--- src/rtl/cfps_pkg.sv ---
package cfps_pkg;
  // Register offsets on the register port
  localparam logic [7:0] CFPS_ADDR_CF_CTRL   = 8'h2c;
  localparam logic [7:0] CFPS_ADDR_CF2_TIME  = 8'h2e;
  localparam logic [7:0] CFPS_ADDR_PCM_RATE  = 8'h2f;
  localparam logic [7:0] CFPS_ADDR_RECOVERY  = 8'h32;
  localparam logic [7:0] CFPS_ADDR_OVERRIDE  = 8'h35;
  localparam logic [7:0] CFPS_ADDR_POWER     = 8'h64;
  localparam logic [7:0] CFPS_ADDR_BOOT      = 8'h65;
  localparam logic [7:0] CFPS_ADDR_STICKY1   = 8'h68;
  localparam logic [7:0] CFPS_ADDR_STICKY2   = 8'h6c;
  // Reset values
  localparam logic [7:0] CFPS_RST_REG        = 8'h00;
  // Field positions
  localparam int CFPS_CF2_EN_BIT      = 0;
  localparam int CFPS_CF2_SEL_LSB     = 2;
  localparam int CFPS_CF2_RATE_LSB    = 6;
  localparam int CFPS_CF2_TO_LSB      = 0;
  localparam int CFPS_PCM_RATE_LSB    = 0;
  localparam int CFPS_REC_F2_BIT      = 1;
  localparam int CFPS_REC_F1_BIT      = 0;
  localparam int CFPS_OVR_KILL_BIT    = 2;
  localparam int CFPS_OVR_I2V_BIT     = 1;
  localparam int CFPS_OVR_CLAMP_BIT   = 0;
  localparam int CFPS_POW_STAT_LSB    = 2;
  localparam int CFPS_BOOT_BIT        = 2;
  localparam int CFPS_ST2_CLK1_BIT    = 3;
  localparam int CFPS_ST2_CLK2_BIT    = 2;
  // Clock-select code that is reserved
  localparam logic [1:0] CFPS_SEL_RSVD = 2'h3;
  // Timing: clock rate and printed times
  localparam int unsigned CFPS_CLK_MHZ = 50;
  localparam int unsigned CFPS_TIMEOUT_US [8] =
    '{2730, 22000, 44000, 87000, 174000, 350000, 700000, 1400000};
  localparam int unsigned CFPS_RAMP_US_PER_DB [4] = '{15, 30, 60, 120};
  localparam int unsigned CFPS_TIMEOUT_CYC [8] = '{
    CFPS_TIMEOUT_US[0] * CFPS_CLK_MHZ, CFPS_TIMEOUT_US[1] * CFPS_CLK_MHZ,
    CFPS_TIMEOUT_US[2] * CFPS_CLK_MHZ, CFPS_TIMEOUT_US[3] * CFPS_CLK_MHZ,
    CFPS_TIMEOUT_US[4] * CFPS_CLK_MHZ, CFPS_TIMEOUT_US[5] * CFPS_CLK_MHZ,
    CFPS_TIMEOUT_US[6] * CFPS_CLK_MHZ, CFPS_TIMEOUT_US[7] * CFPS_CLK_MHZ};
  localparam int unsigned CFPS_RAMP_CYC [4] = '{
    CFPS_RAMP_US_PER_DB[0] * CFPS_CLK_MHZ, CFPS_RAMP_US_PER_DB[1] * CFPS_CLK_MHZ,
    CFPS_RAMP_US_PER_DB[2] * CFPS_CLK_MHZ, CFPS_RAMP_US_PER_DB[3] * CFPS_CLK_MHZ};
  // Attenuation at which the ramp counts as finished
  localparam logic [7:0] CFPS_ATTEN_MAX = 8'h7f;
  // Detector 2 states
  typedef enum logic [1:0] {
    CFPS_MON  = 2'b00,
    CFPS_RAMP = 2'b01,
    CFPS_HALT = 2'b10
  } cfps_det_state_t;
endpackage

--- src/rtl/cfps_det_if.sv ---
`timescale 1ns/1ps
`default_nettype none
interface cfps_det_if;
  logic       enable;
  logic [1:0] clock_sel;
  logic [2:0] timeout_sel;
  logic [1:0] ramp_rate;
  logic       recovery_inhibit;
  logic       fault;
  logic       fault_pulse;
  logic       ramp_step;
  logic [7:0] atten;
  modport regs (output enable, clock_sel, timeout_sel, ramp_rate, recovery_inhibit,
                input fault, fault_pulse, ramp_step, atten);
  modport det  (input enable, clock_sel, timeout_sel, ramp_rate, recovery_inhibit,
                output fault, fault_pulse, ramp_step, atten);
endinterface
`default_nettype wire

--- src/rtl/cfps_clk_det.sv ---
`timescale 1ns/1ps
`default_nettype none
module cfps_clk_det
  import cfps_pkg::*;
#(
  parameter int unsigned TIMEOUT_CYC [8] = CFPS_TIMEOUT_CYC,
  parameter int unsigned RAMP_CYC [4]    = CFPS_RAMP_CYC
) (
  input  wire logic       mclk,
  input  wire logic       reset,
  input  wire logic [2:0] mon_clk,
  cfps_det_if.det         dif
);
  logic [2:0]      sync1, sync2, sync3;
  logic [26:0]     idle_cnt, next_idle_cnt;
  logic [12:0]     ramp_cnt, next_ramp_cnt;
  logic [7:0]      atten, next_atten;
  logic            step, next_step, fpulse, next_fpulse;
  cfps_det_state_t state, next_state;
  logic            active, edge_seen;
  logic [31:0]     idle_lim, ramp_lim;

  // Monitored clocks are foreign: three stages, an edge counts once stages two and three differ
  always_ff @(posedge mclk) begin
    if (reset) begin
      sync1 <= 3'h0;
      sync2 <= 3'h0;
      sync3 <= 3'h0;
    end else begin
      sync1 <= mon_clk;
      sync2 <= sync1;
      sync3 <= sync2;
    end
  end

  // Reserved select watches nothing, so the detector idles rather than false-tripping
  assign active    = dif.enable && (dif.clock_sel != CFPS_SEL_RSVD);
  assign edge_seen = active && (sync2[dif.clock_sel] ^ sync3[dif.clock_sel]);
  assign idle_lim  = TIMEOUT_CYC[dif.timeout_sel] - 32'd1;
  assign ramp_lim  = RAMP_CYC[dif.ramp_rate] - 32'd1;

  // Timeout watch, gain ramp and recovery
  always_comb begin
    next_state    = state;
    next_idle_cnt = idle_cnt;
    next_ramp_cnt = ramp_cnt;
    next_atten    = atten;
    next_step     = 1'b0;
    next_fpulse   = 1'b0;
    if (!active) begin
      next_state    = CFPS_MON;
      next_idle_cnt = 27'h0;
      next_atten    = 8'h00;
    end else begin
      unique case (state)
        CFPS_MON: begin
          if (edge_seen) begin
            next_idle_cnt = 27'h0;
          end else if ({5'h0, idle_cnt} >= idle_lim) begin
            next_state    = CFPS_RAMP;
            next_fpulse   = 1'b1;
            next_idle_cnt = 27'h0;
            next_ramp_cnt = 13'h0;
          end else begin
            next_idle_cnt = idle_cnt + 27'h1;
          end
        end
        CFPS_RAMP: begin
          if (edge_seen && !dif.recovery_inhibit) begin
            next_state = CFPS_MON;
            next_atten = 8'h00;
          end else if ({19'h0, ramp_cnt} >= ramp_lim) begin
            next_ramp_cnt = 13'h0;
            next_step     = 1'b1;
            next_atten    = atten + 8'h01;
            if (atten + 8'h01 == CFPS_ATTEN_MAX) begin
              next_state = CFPS_HALT;
            end
          end else begin
            next_ramp_cnt = ramp_cnt + 13'h1;
          end
        end
        CFPS_HALT: begin
          // Inhibited recovery holds here until the detector is disabled
          if (edge_seen && !dif.recovery_inhibit) begin
            next_state = CFPS_MON;
            next_atten = 8'h00;
          end
        end
        default: next_state = CFPS_MON;
      endcase
    end
  end

  // Detector state registers
  always_ff @(posedge mclk) begin
    if (reset) begin
      state    <= CFPS_MON;
      idle_cnt <= 27'h0;
      ramp_cnt <= 13'h0;
      atten    <= 8'h00;
      step     <= 1'b0;
      fpulse   <= 1'b0;
    end else begin
      state    <= next_state;
      idle_cnt <= next_idle_cnt;
      ramp_cnt <= next_ramp_cnt;
      atten    <= next_atten;
      step     <= next_step;
      fpulse   <= next_fpulse;
    end
  end

  assign dif.fault       = (state != CFPS_MON);
  assign dif.fault_pulse = fpulse;
  assign dif.ramp_step   = step;
  assign dif.atten       = atten;
endmodule
`default_nettype wire

--- src/rtl/cfps_regs.sv ---
`timescale 1ns/1ps
`default_nettype none
module cfps_regs
  import cfps_pkg::*;
#(
  parameter int unsigned TIMEOUT_CYC [8] = CFPS_TIMEOUT_CYC,
  parameter int unsigned RAMP_CYC [4]    = CFPS_RAMP_CYC
) (
  input  wire logic       mclk,
  input  wire logic       reset,
  input  wire logic [7:0] reg_addr,
  input  wire logic       reg_wr,
  input  wire logic       reg_rd,
  input  wire logic [7:0] reg_wdata,
  output logic      [7:0] reg_rdata,
  input  wire logic       mon_clk_dac,
  input  wire logic       mon_clk_adc,
  input  wire logic       mon_clk_pll,
  input  wire logic       fault1_event,
  input  wire logic       fault1_clock_ok,
  input  wire logic       dac_up_pin,
  input  wire logic       output_stage_up_pin,
  input  wire logic       booster_up_pin,
  input  wire logic       booster_passthru_pin,
  input  wire logic       current_sense_up_pin,
  input  wire logic       voltage_sense_up_pin,
  input  wire logic       boot_busy_pin,
  input  wire logic       over_current_evt,
  input  wire logic       under_voltage_evt,
  input  wire logic       over_temp_evt,
  input  wire logic       brownout_evt,
  input  wire logic       clock_lost_evt,
  input  wire logic       sar_done_evt,
  output logic            power_fault_signal,
  output logic            fault2_ramp_step,
  output logic      [7:0] fault2_gain_atten,
  output logic      [1:0] pcm_rate_sel,
  output logic            provisional_powerup_kill,
  output logic            current_conv_startup_test,
  output logic            integrator_clamp_ctl
);
  localparam int NSTAT = 7;

  cfps_det_if det_bus();

  // Writable registers, held whole so reserved bits read back what was written
  logic [7:0] cf_ctrl, next_cf_ctrl;
  logic [7:0] clock_fault2_timing, next_clock_fault2_timing;
  logic [7:0] pcm_rate_select, next_pcm_rate_select;
  logic [7:0] clock_fault_recovery, next_clock_fault_recovery;
  logic [7:0] test_override_ctrl, next_test_override_ctrl;
  logic [1:0] power_rsvd, next_power_rsvd;
  logic       sticky1_rsvd, next_sticky1_rsvd;
  // Sticky fault flags
  logic [7:0] fault_source_sticky_1, next_fault_source_sticky_1;
  logic [7:0] fault_source_sticky_2, next_fault_source_sticky_2;
  logic [7:0] evt1_vec, evt2_vec;
  // Detector 1 hold and shared fault output
  logic       fault1_halt, next_fault1_halt;
  logic       next_power_fault;
  logic [7:0] next_rdata;
  logic [7:0] block_power_state, processor_boot_state;
  // Status pin synchronisers
  logic [NSTAT-1:0] stat_pins, stat_s1, stat_s2, stat_s3, stat_filt, next_stat_filt;

  function automatic logic hit(input logic [7:0] a, input logic [7:0] target);
    hit = (a == target);
  endfunction

  // Write path
  always_comb begin
    next_cf_ctrl              = cf_ctrl;
    next_clock_fault2_timing  = clock_fault2_timing;
    next_pcm_rate_select      = pcm_rate_select;
    next_clock_fault_recovery = clock_fault_recovery;
    next_test_override_ctrl   = test_override_ctrl;
    next_power_rsvd           = power_rsvd;
    next_sticky1_rsvd         = sticky1_rsvd;
    if (reg_wr) begin
      if (hit(reg_addr, CFPS_ADDR_CF_CTRL)) begin
        next_cf_ctrl = reg_wdata;
      end
      if (hit(reg_addr, CFPS_ADDR_CF2_TIME)) begin
        next_clock_fault2_timing = reg_wdata;
      end
      if (hit(reg_addr, CFPS_ADDR_PCM_RATE)) begin
        next_pcm_rate_select = reg_wdata;
      end
      if (hit(reg_addr, CFPS_ADDR_RECOVERY)) begin
        next_clock_fault_recovery = reg_wdata;
      end
      if (hit(reg_addr, CFPS_ADDR_OVERRIDE)) begin
        next_test_override_ctrl = reg_wdata;
      end
      if (hit(reg_addr, CFPS_ADDR_POWER)) begin
        next_power_rsvd = reg_wdata[1:0];
      end
      if (hit(reg_addr, CFPS_ADDR_STICKY1)) begin
        next_sticky1_rsvd = reg_wdata[0];
      end
    end
  end

  // Control registers
  always_ff @(posedge mclk) begin
    if (reset) begin
      cf_ctrl              <= CFPS_RST_REG;
      clock_fault2_timing  <= CFPS_RST_REG;
      pcm_rate_select      <= CFPS_RST_REG;
      clock_fault_recovery <= CFPS_RST_REG;
      test_override_ctrl   <= CFPS_RST_REG;
      power_rsvd           <= 2'h0;
      sticky1_rsvd         <= 1'b0;
    end else begin
      cf_ctrl              <= next_cf_ctrl;
      clock_fault2_timing  <= next_clock_fault2_timing;
      pcm_rate_select      <= next_pcm_rate_select;
      clock_fault_recovery <= next_clock_fault_recovery;
      test_override_ctrl   <= next_test_override_ctrl;
      power_rsvd           <= next_power_rsvd;
      sticky1_rsvd         <= next_sticky1_rsvd;
    end
  end

  // Detector 2 setup from the control fields
  assign det_bus.enable           = cf_ctrl[CFPS_CF2_EN_BIT];
  assign det_bus.clock_sel        = cf_ctrl[CFPS_CF2_SEL_LSB +: 2];
  assign det_bus.timeout_sel      = clock_fault2_timing[CFPS_CF2_TO_LSB +: 3];
  assign det_bus.ramp_rate        = clock_fault2_timing[CFPS_CF2_RATE_LSB +: 2];
  assign det_bus.recovery_inhibit = clock_fault_recovery[CFPS_REC_F2_BIT];

  cfps_clk_det #(
    .TIMEOUT_CYC (TIMEOUT_CYC),
    .RAMP_CYC    (RAMP_CYC)
  ) u_det2 (
    .mclk    (mclk),
    .reset   (reset),
    .mon_clk ({mon_clk_pll, mon_clk_adc, mon_clk_dac}),
    .dif     (det_bus)
  );

  // Status pins come from analog and boot logic: three stages, accept when two and three agree
  assign stat_pins = {boot_busy_pin, dac_up_pin, output_stage_up_pin, booster_up_pin,
                      booster_passthru_pin, current_sense_up_pin, voltage_sense_up_pin};

  always_comb begin
    next_stat_filt = (stat_s2 ~^ stat_s3) & stat_s3 | (stat_s2 ^ stat_s3) & stat_filt;
  end

  always_ff @(posedge mclk) begin
    if (reset) begin
      stat_s1   <= '0;
      stat_s2   <= '0;
      stat_s3   <= '0;
      stat_filt <= '0;
    end else begin
      stat_s1   <= stat_pins;
      stat_s2   <= stat_s1;
      stat_s3   <= stat_s2;
      stat_filt <= next_stat_filt;
    end
  end

  // Power status: DAC, output stage, boost, pass-through, current and voltage sense
  assign block_power_state = {stat_filt[5], stat_filt[4], stat_filt[3],
                              stat_filt[2],
                              stat_filt[1], stat_filt[0],
                              power_rsvd};
  // Boot status: 1 while booting; host must hold off coefficient writes until 0
  assign processor_boot_state = {5'h00, stat_filt[6], 2'h0};

  // Event vectors; unused positions stay zero
  assign evt1_vec = {over_current_evt, under_voltage_evt, 1'b0, over_temp_evt,
                     brownout_evt, clock_lost_evt, sar_done_evt, 1'b0};
  assign evt2_vec = {4'h0, fault1_event, det_bus.fault_pulse, 2'h0};

  // Sticky flags: a read clears the register, but an event in that cycle survives
  always_comb begin
    next_fault_source_sticky_1 = fault_source_sticky_1 | evt1_vec;
    next_fault_source_sticky_2 = fault_source_sticky_2 | evt2_vec;
    if (reg_rd && hit(reg_addr, CFPS_ADDR_STICKY1)) begin
      next_fault_source_sticky_1 = evt1_vec;
    end
    if (reg_rd && hit(reg_addr, CFPS_ADDR_STICKY2)) begin
      next_fault_source_sticky_2 = evt2_vec;
    end
  end

  always_ff @(posedge mclk) begin
    if (reset) begin
      fault_source_sticky_1 <= CFPS_RST_REG;
      fault_source_sticky_2 <= CFPS_RST_REG;
    end else begin
      fault_source_sticky_1 <= next_fault_source_sticky_1;
      fault_source_sticky_2 <= next_fault_source_sticky_2;
    end
  end

  // Detector 1 hold: a new fault wins over a recovery in the same cycle
  always_comb begin
    next_fault1_halt = fault1_halt;
    if (fault1_event) begin
      next_fault1_halt = 1'b1;
    end else if (fault1_clock_ok && !clock_fault_recovery[CFPS_REC_F1_BIT]) begin
      next_fault1_halt = 1'b0;
    end
    next_power_fault = fault1_halt || det_bus.fault;
  end

  // Read mux, answered one cycle after the read strobe
  always_comb begin
    next_rdata = reg_rdata;
    if (reg_rd) begin
      next_rdata = 8'h00;
      if (hit(reg_addr, CFPS_ADDR_CF_CTRL)) begin
        next_rdata = cf_ctrl;
      end
      if (hit(reg_addr, CFPS_ADDR_CF2_TIME)) begin
        next_rdata = clock_fault2_timing;
      end
      if (hit(reg_addr, CFPS_ADDR_PCM_RATE)) begin
        next_rdata = pcm_rate_select;
      end
      if (hit(reg_addr, CFPS_ADDR_RECOVERY)) begin
        next_rdata = clock_fault_recovery;
      end
      if (hit(reg_addr, CFPS_ADDR_OVERRIDE)) begin
        next_rdata = test_override_ctrl;
      end
      if (hit(reg_addr, CFPS_ADDR_POWER)) begin
        next_rdata = block_power_state;
      end
      if (hit(reg_addr, CFPS_ADDR_BOOT)) begin
        next_rdata = processor_boot_state;
      end
      if (hit(reg_addr, CFPS_ADDR_STICKY1)) begin
        next_rdata = {fault_source_sticky_1[7:1], sticky1_rsvd};
      end
      if (hit(reg_addr, CFPS_ADDR_STICKY2)) begin
        next_rdata = fault_source_sticky_2;
      end
    end
  end

  // Output and read-data registers
  always_ff @(posedge mclk) begin
    if (reset) begin
      fault1_halt               <= 1'b0;
      power_fault_signal        <= 1'b0;
      reg_rdata                 <= 8'h00;
      fault2_ramp_step          <= 1'b0;
      fault2_gain_atten         <= 8'h00;
      pcm_rate_sel              <= 2'h0;
      provisional_powerup_kill  <= 1'b0;
      current_conv_startup_test <= 1'b0;
      integrator_clamp_ctl      <= 1'b0;
    end else begin
      fault1_halt               <= next_fault1_halt;
      power_fault_signal        <= next_power_fault;
      reg_rdata                 <= next_rdata;
      fault2_ramp_step          <= det_bus.ramp_step;
      fault2_gain_atten         <= det_bus.atten;
      pcm_rate_sel              <= pcm_rate_select[CFPS_PCM_RATE_LSB +: 2];
      provisional_powerup_kill  <= test_override_ctrl[CFPS_OVR_KILL_BIT];
      current_conv_startup_test <= test_override_ctrl[CFPS_OVR_I2V_BIT];
      integrator_clamp_ctl      <= test_override_ctrl[CFPS_OVR_CLAMP_BIT];
    end
  end
endmodule
`default_nettype wire

--- config.mk ---
export PLATFORM = sky130hd
export DESIGN_NAME = cfps_regs
export DESIGN_NICKNAME = d
export VERILOG_FILES = /design/src/rtl/cfps_pkg.sv /design/src/rtl/cfps_det_if.sv /design/src/rtl/cfps_clk_det.sv /design/src/rtl/cfps_regs.sv
export SDC_FILE = /design/constraint.sdc
export NUM_CORES = 1
export LEC_CHECK = 0
export BUFFER_PORTS_ARGS = -buffer_cell sky130_fd_sc_hd__buf_2
export CAP_MARGIN = 20
export CORE_ASPECT_RATIO = 0.7
export CORE_MARGIN = 5
export CORE_UTILIZATION = 60
export DETAILED_ROUTE_END_ITERATION = 8
export PLACE_DENSITY = 0.9
export SETUP_SLACK_MARGIN = 0.4
export SLEW_MARGIN = 10
export SYNTH_ARGS = -nofsm -noshare
export SYNTH_HDL_FRONTEND = slang
export SYNTH_SLANG_ARGS = --single-unit
export TNS_END_PERCENT = 10
--- constraint.sdc ---
create_clock -name mclk -period 5.7 [get_ports mclk]
set_input_delay 0.855 -clock mclk [delete_from_list [all_inputs] [get_ports mclk]]
set_output_delay 0.855 -clock mclk [all_outputs]
set_load 0.005 [all_outputs]
==> flow_summary.ini <==
[floorplanning]
dieArea_sq_mm = 0.01619
die_h_um = 108.0
core_sq_mm = 0.01331
die_w_um = 150.0
io_pins = 61
start_util_pct = 61.80
rows = 35

[drt]
route.vias.total = 7217
wl_per_cell_um = 17.72
drtPass1Iterations = 5
antenna_left = 0
drt_iter0_drc = 729
vias_per_cell = 6.137
wirelength_um = 20830
drc = 0

[timing]
min_period_ps = 4744
slew_viol_final = 0
relSlewSlack_pct = 33.32
hold_viol = 0
fin_crit_sh_pct = 83.24
finalClockSkew_ps = 11.66
timing.fmax_mhz = 210.8
setup_violations = 0
fin_tns_setup_ps = 0
rsz0062_at_grt = false
tightest_slew_ps = 989.7

[yosys]
synth-warning-count = 0
ys_ff_latch = 164
synthCells = 934
synth_top_area_cell = dfxtp_1
synth_top_area_share_pct = 39.91
ys_seq_area_share_pct = 39.91
synthTopCellsByCount = dfxtp_1, nand2_1, a21oi_1, nor2_1, ha_1
synthesis.nets = 1038
synth-edff-count = 0
yosys-top-cells-area = dfxtp_1, ha_1, a21oi_1
post-synth-top-count-cell = dfxtp_1
synthDistinctLibCells = 77
avgSynthCellArea_sq_um = 8.808
async_reset_ff_share_pct = 0
synthesis.area_sq_mm = 0.008227
synth_ff_type = dfxtp_1

[final_layout]
final_cells = 1176
diodes = 0
fin_nets = 1082
area_growth_pct = 12.65
layout-drive-gt1-share_pct = 12.41

[power]
vdd_ir_drop_max_uv = 209.9
p_leak_uw = 0.003832
power_density_mw_per_mm2 = 258.7

[cts]
clk_pin_slew_ps = 70
clock_path_buffers = 2
clock_latency_ps = 430
htree_num_levels = 4
cts_tree = done
cts_buffers = 17
clock-sinks = 164
cts_root_buf = clkbuf_16

[global_route]
grt_pass1_vias = 6726
grt_pass1_wl_um = 33390
antenna_found_initial = 1
grtUsageTotal_pct = 25.66
overflow = 0
grt_max_degree = 84

[critical_path]
path_class = flop to flop
setup.worst_path.end_class = flop
cp.arrival_ps = 5100
crit_fanout = 12
critPathRequiredTime_ps = 6060
start_kind = flop

[hold_path]
hold_class = flop to flop

[placement]
dpl.hpwl_um = 14290
port_buffers = 60
gp_congestion = 0.9831
place_inst = 1144

[run_status]
run_status = complete, no violations

[job]
drv_cap = 0
-- flip-flops by register name, summed over array words and instances (netlist names), 3 cells and up --
name / cells
reg_rdata: 8
u_det2.ramp_cnt: 13
stat_s3: 7
cf_ctrl: 8
fault_source_sticky_1: 6
stat_s2: 7
fault2_gain_atten: 8
u_det2.idle_cnt: 27
u_det2.sync2: 3
stat_s1: 7
clock_fault2_timing: 8
stat_filt: 7
test_override_ctrl: 8
u_det2.sync3: 3
u_det2.dif.atten: 8
clock_fault_recovery: 8
pcm_rate_select: 8
u_det2.sync1: 3
-- layout make-up --
type,instances,area (sq um)
flip-flops and latches,164,3283
inverters,30,112.6
multi-input cells,699,4671
clock inverters,15,198.9
fillers,1001,4045
repair buffers,66,345.3
well taps,185,231.5
clock buffers,17,425.4
-- through the flow --
step | worst slack, ps | total power [uW] | utilization (%) | cell area, sq um | hold WS [ps]
3_5_place_dp | 829.3 | 1261 | 64.88 | 8637 | 424.7
2_1_floorplan | 1663 | 1232 | - | 8227 | 413.0
3_3_place_gp | 971.8 | 1259 | 64.84 | 8632 | 416.9
4_1_cts | 795.2 | 2409 | 69.57 | 9261 | 443.4
5_1_grt | 621.7 | 2467 | 69.61 | 9268 | 459.3
6_report | 955.6 | 2397 | 69.61 | 9268 | 441.1
-- critical path, stage by stage (launching register included) --
cell and delay (ps):
dfxtp_1 530, inv_1 170, ha_1 400, inv_1 120, ha_1 240, nor4b_2 430, nand2_1 120, xor2_1 160
a21o_1 190, ha_1 300, and4_1 190, a2111oi_0 560, o211a_2 350, nor2_1 80, a311o_1 560, a31oi_1 270
-- routing by layer --
metal / GRT usage (%) / up-vias / share of wire, %
met5: 0 / - / 0.062
met4: 7.311 / 2 / 1.1
met3: 6.745 / 30 / 10
met2: 38.26 / 331 / 44
met1: 36.70 / 3396 / 45
li1: - / 3458 / -
-- power by group --
part           switching (uW)  total, uW  internal, uW
logic                    45.7       71.4          25.7
registers                6.40       1170          1160
clock network             561       1160           600
total                     613       2400          1780
-- logic make-up (layout without fill, tap and decap cells) --
kind of cell               count (synthesis)  in the layout  share of synthesized area [%]
DFF                                      164            164                          39.91
adders and majority gates                 66             66                          10.13
and+or+nand+nor                          359            359                          22.37
muxes                                     32             32                          3.939
AOI/OAI and AO/OA                        223            223                          18.24
buffers and inverters                     71            128                          3.392
xor gates and xnor gates                  19             19                          2.023
-- path summary, 6_finish.rpt --
check        cells after the start  slack [ps]                  to                   start
max                             15         960  u_det2.ramp_cnt[2]  clock_fault2_timing[0]
min                              1         440          stat_s2[6]              stat_s1[6]
max reg2reg                     15         960  u_det2.ramp_cnt[2]  clock_fault2_timing[0]
min reg2reg                      1         440          stat_s2[6]              stat_s1[6]
-- repair_timing --
item                                   in CTS  in global routing
gates resized for setup                     0                  1
setup endpoints to repair                   0                  9
buffers inserted                            0                  0
hold buffers                                0                  0
endpoints found under the hold margin       0                  0
-- placed cells by master, fill, tap and decap left out, drive strengths merged, types with 4 or more instances in the layout --
master / Yosys / layout
nor3: 10 / 10
nand2: 81 / 81
o21a: 4 / 4
mux2i: 29 / 29
xnor2: 9 / 9
clkbuf: 35 / 17
a31o: 4 / 4
or2: 4 / 4
o21ai: 29 / 29
nor2: 75 / 75
nand3: 49 / 49
a221oi: 7 / 7
or3: 4 / 4
and3: 18 / 18
o211ai: 6 / 6
inv: 30 / 35
o31ai: 4 / 4
a22o: 18 / 18
ha: 65 / 65
or4: 4 / 4
nor3b: 5 / 5
nor2b: 54 / 54
a31oi: 29 / 29
nand2b: 19 / 19
a22oi: 4 / 4
a21oi: 79 / 79
clkinv: 0 / 10
a211oi: 4 / 4
a21o: 4 / 4
dfxtp: 164 / 164
nand4: 16 / 16
buf: 6 / 66
xor2: 10 / 10
o22ai: 8 / 8
Power figures use the tool's default switching activity.
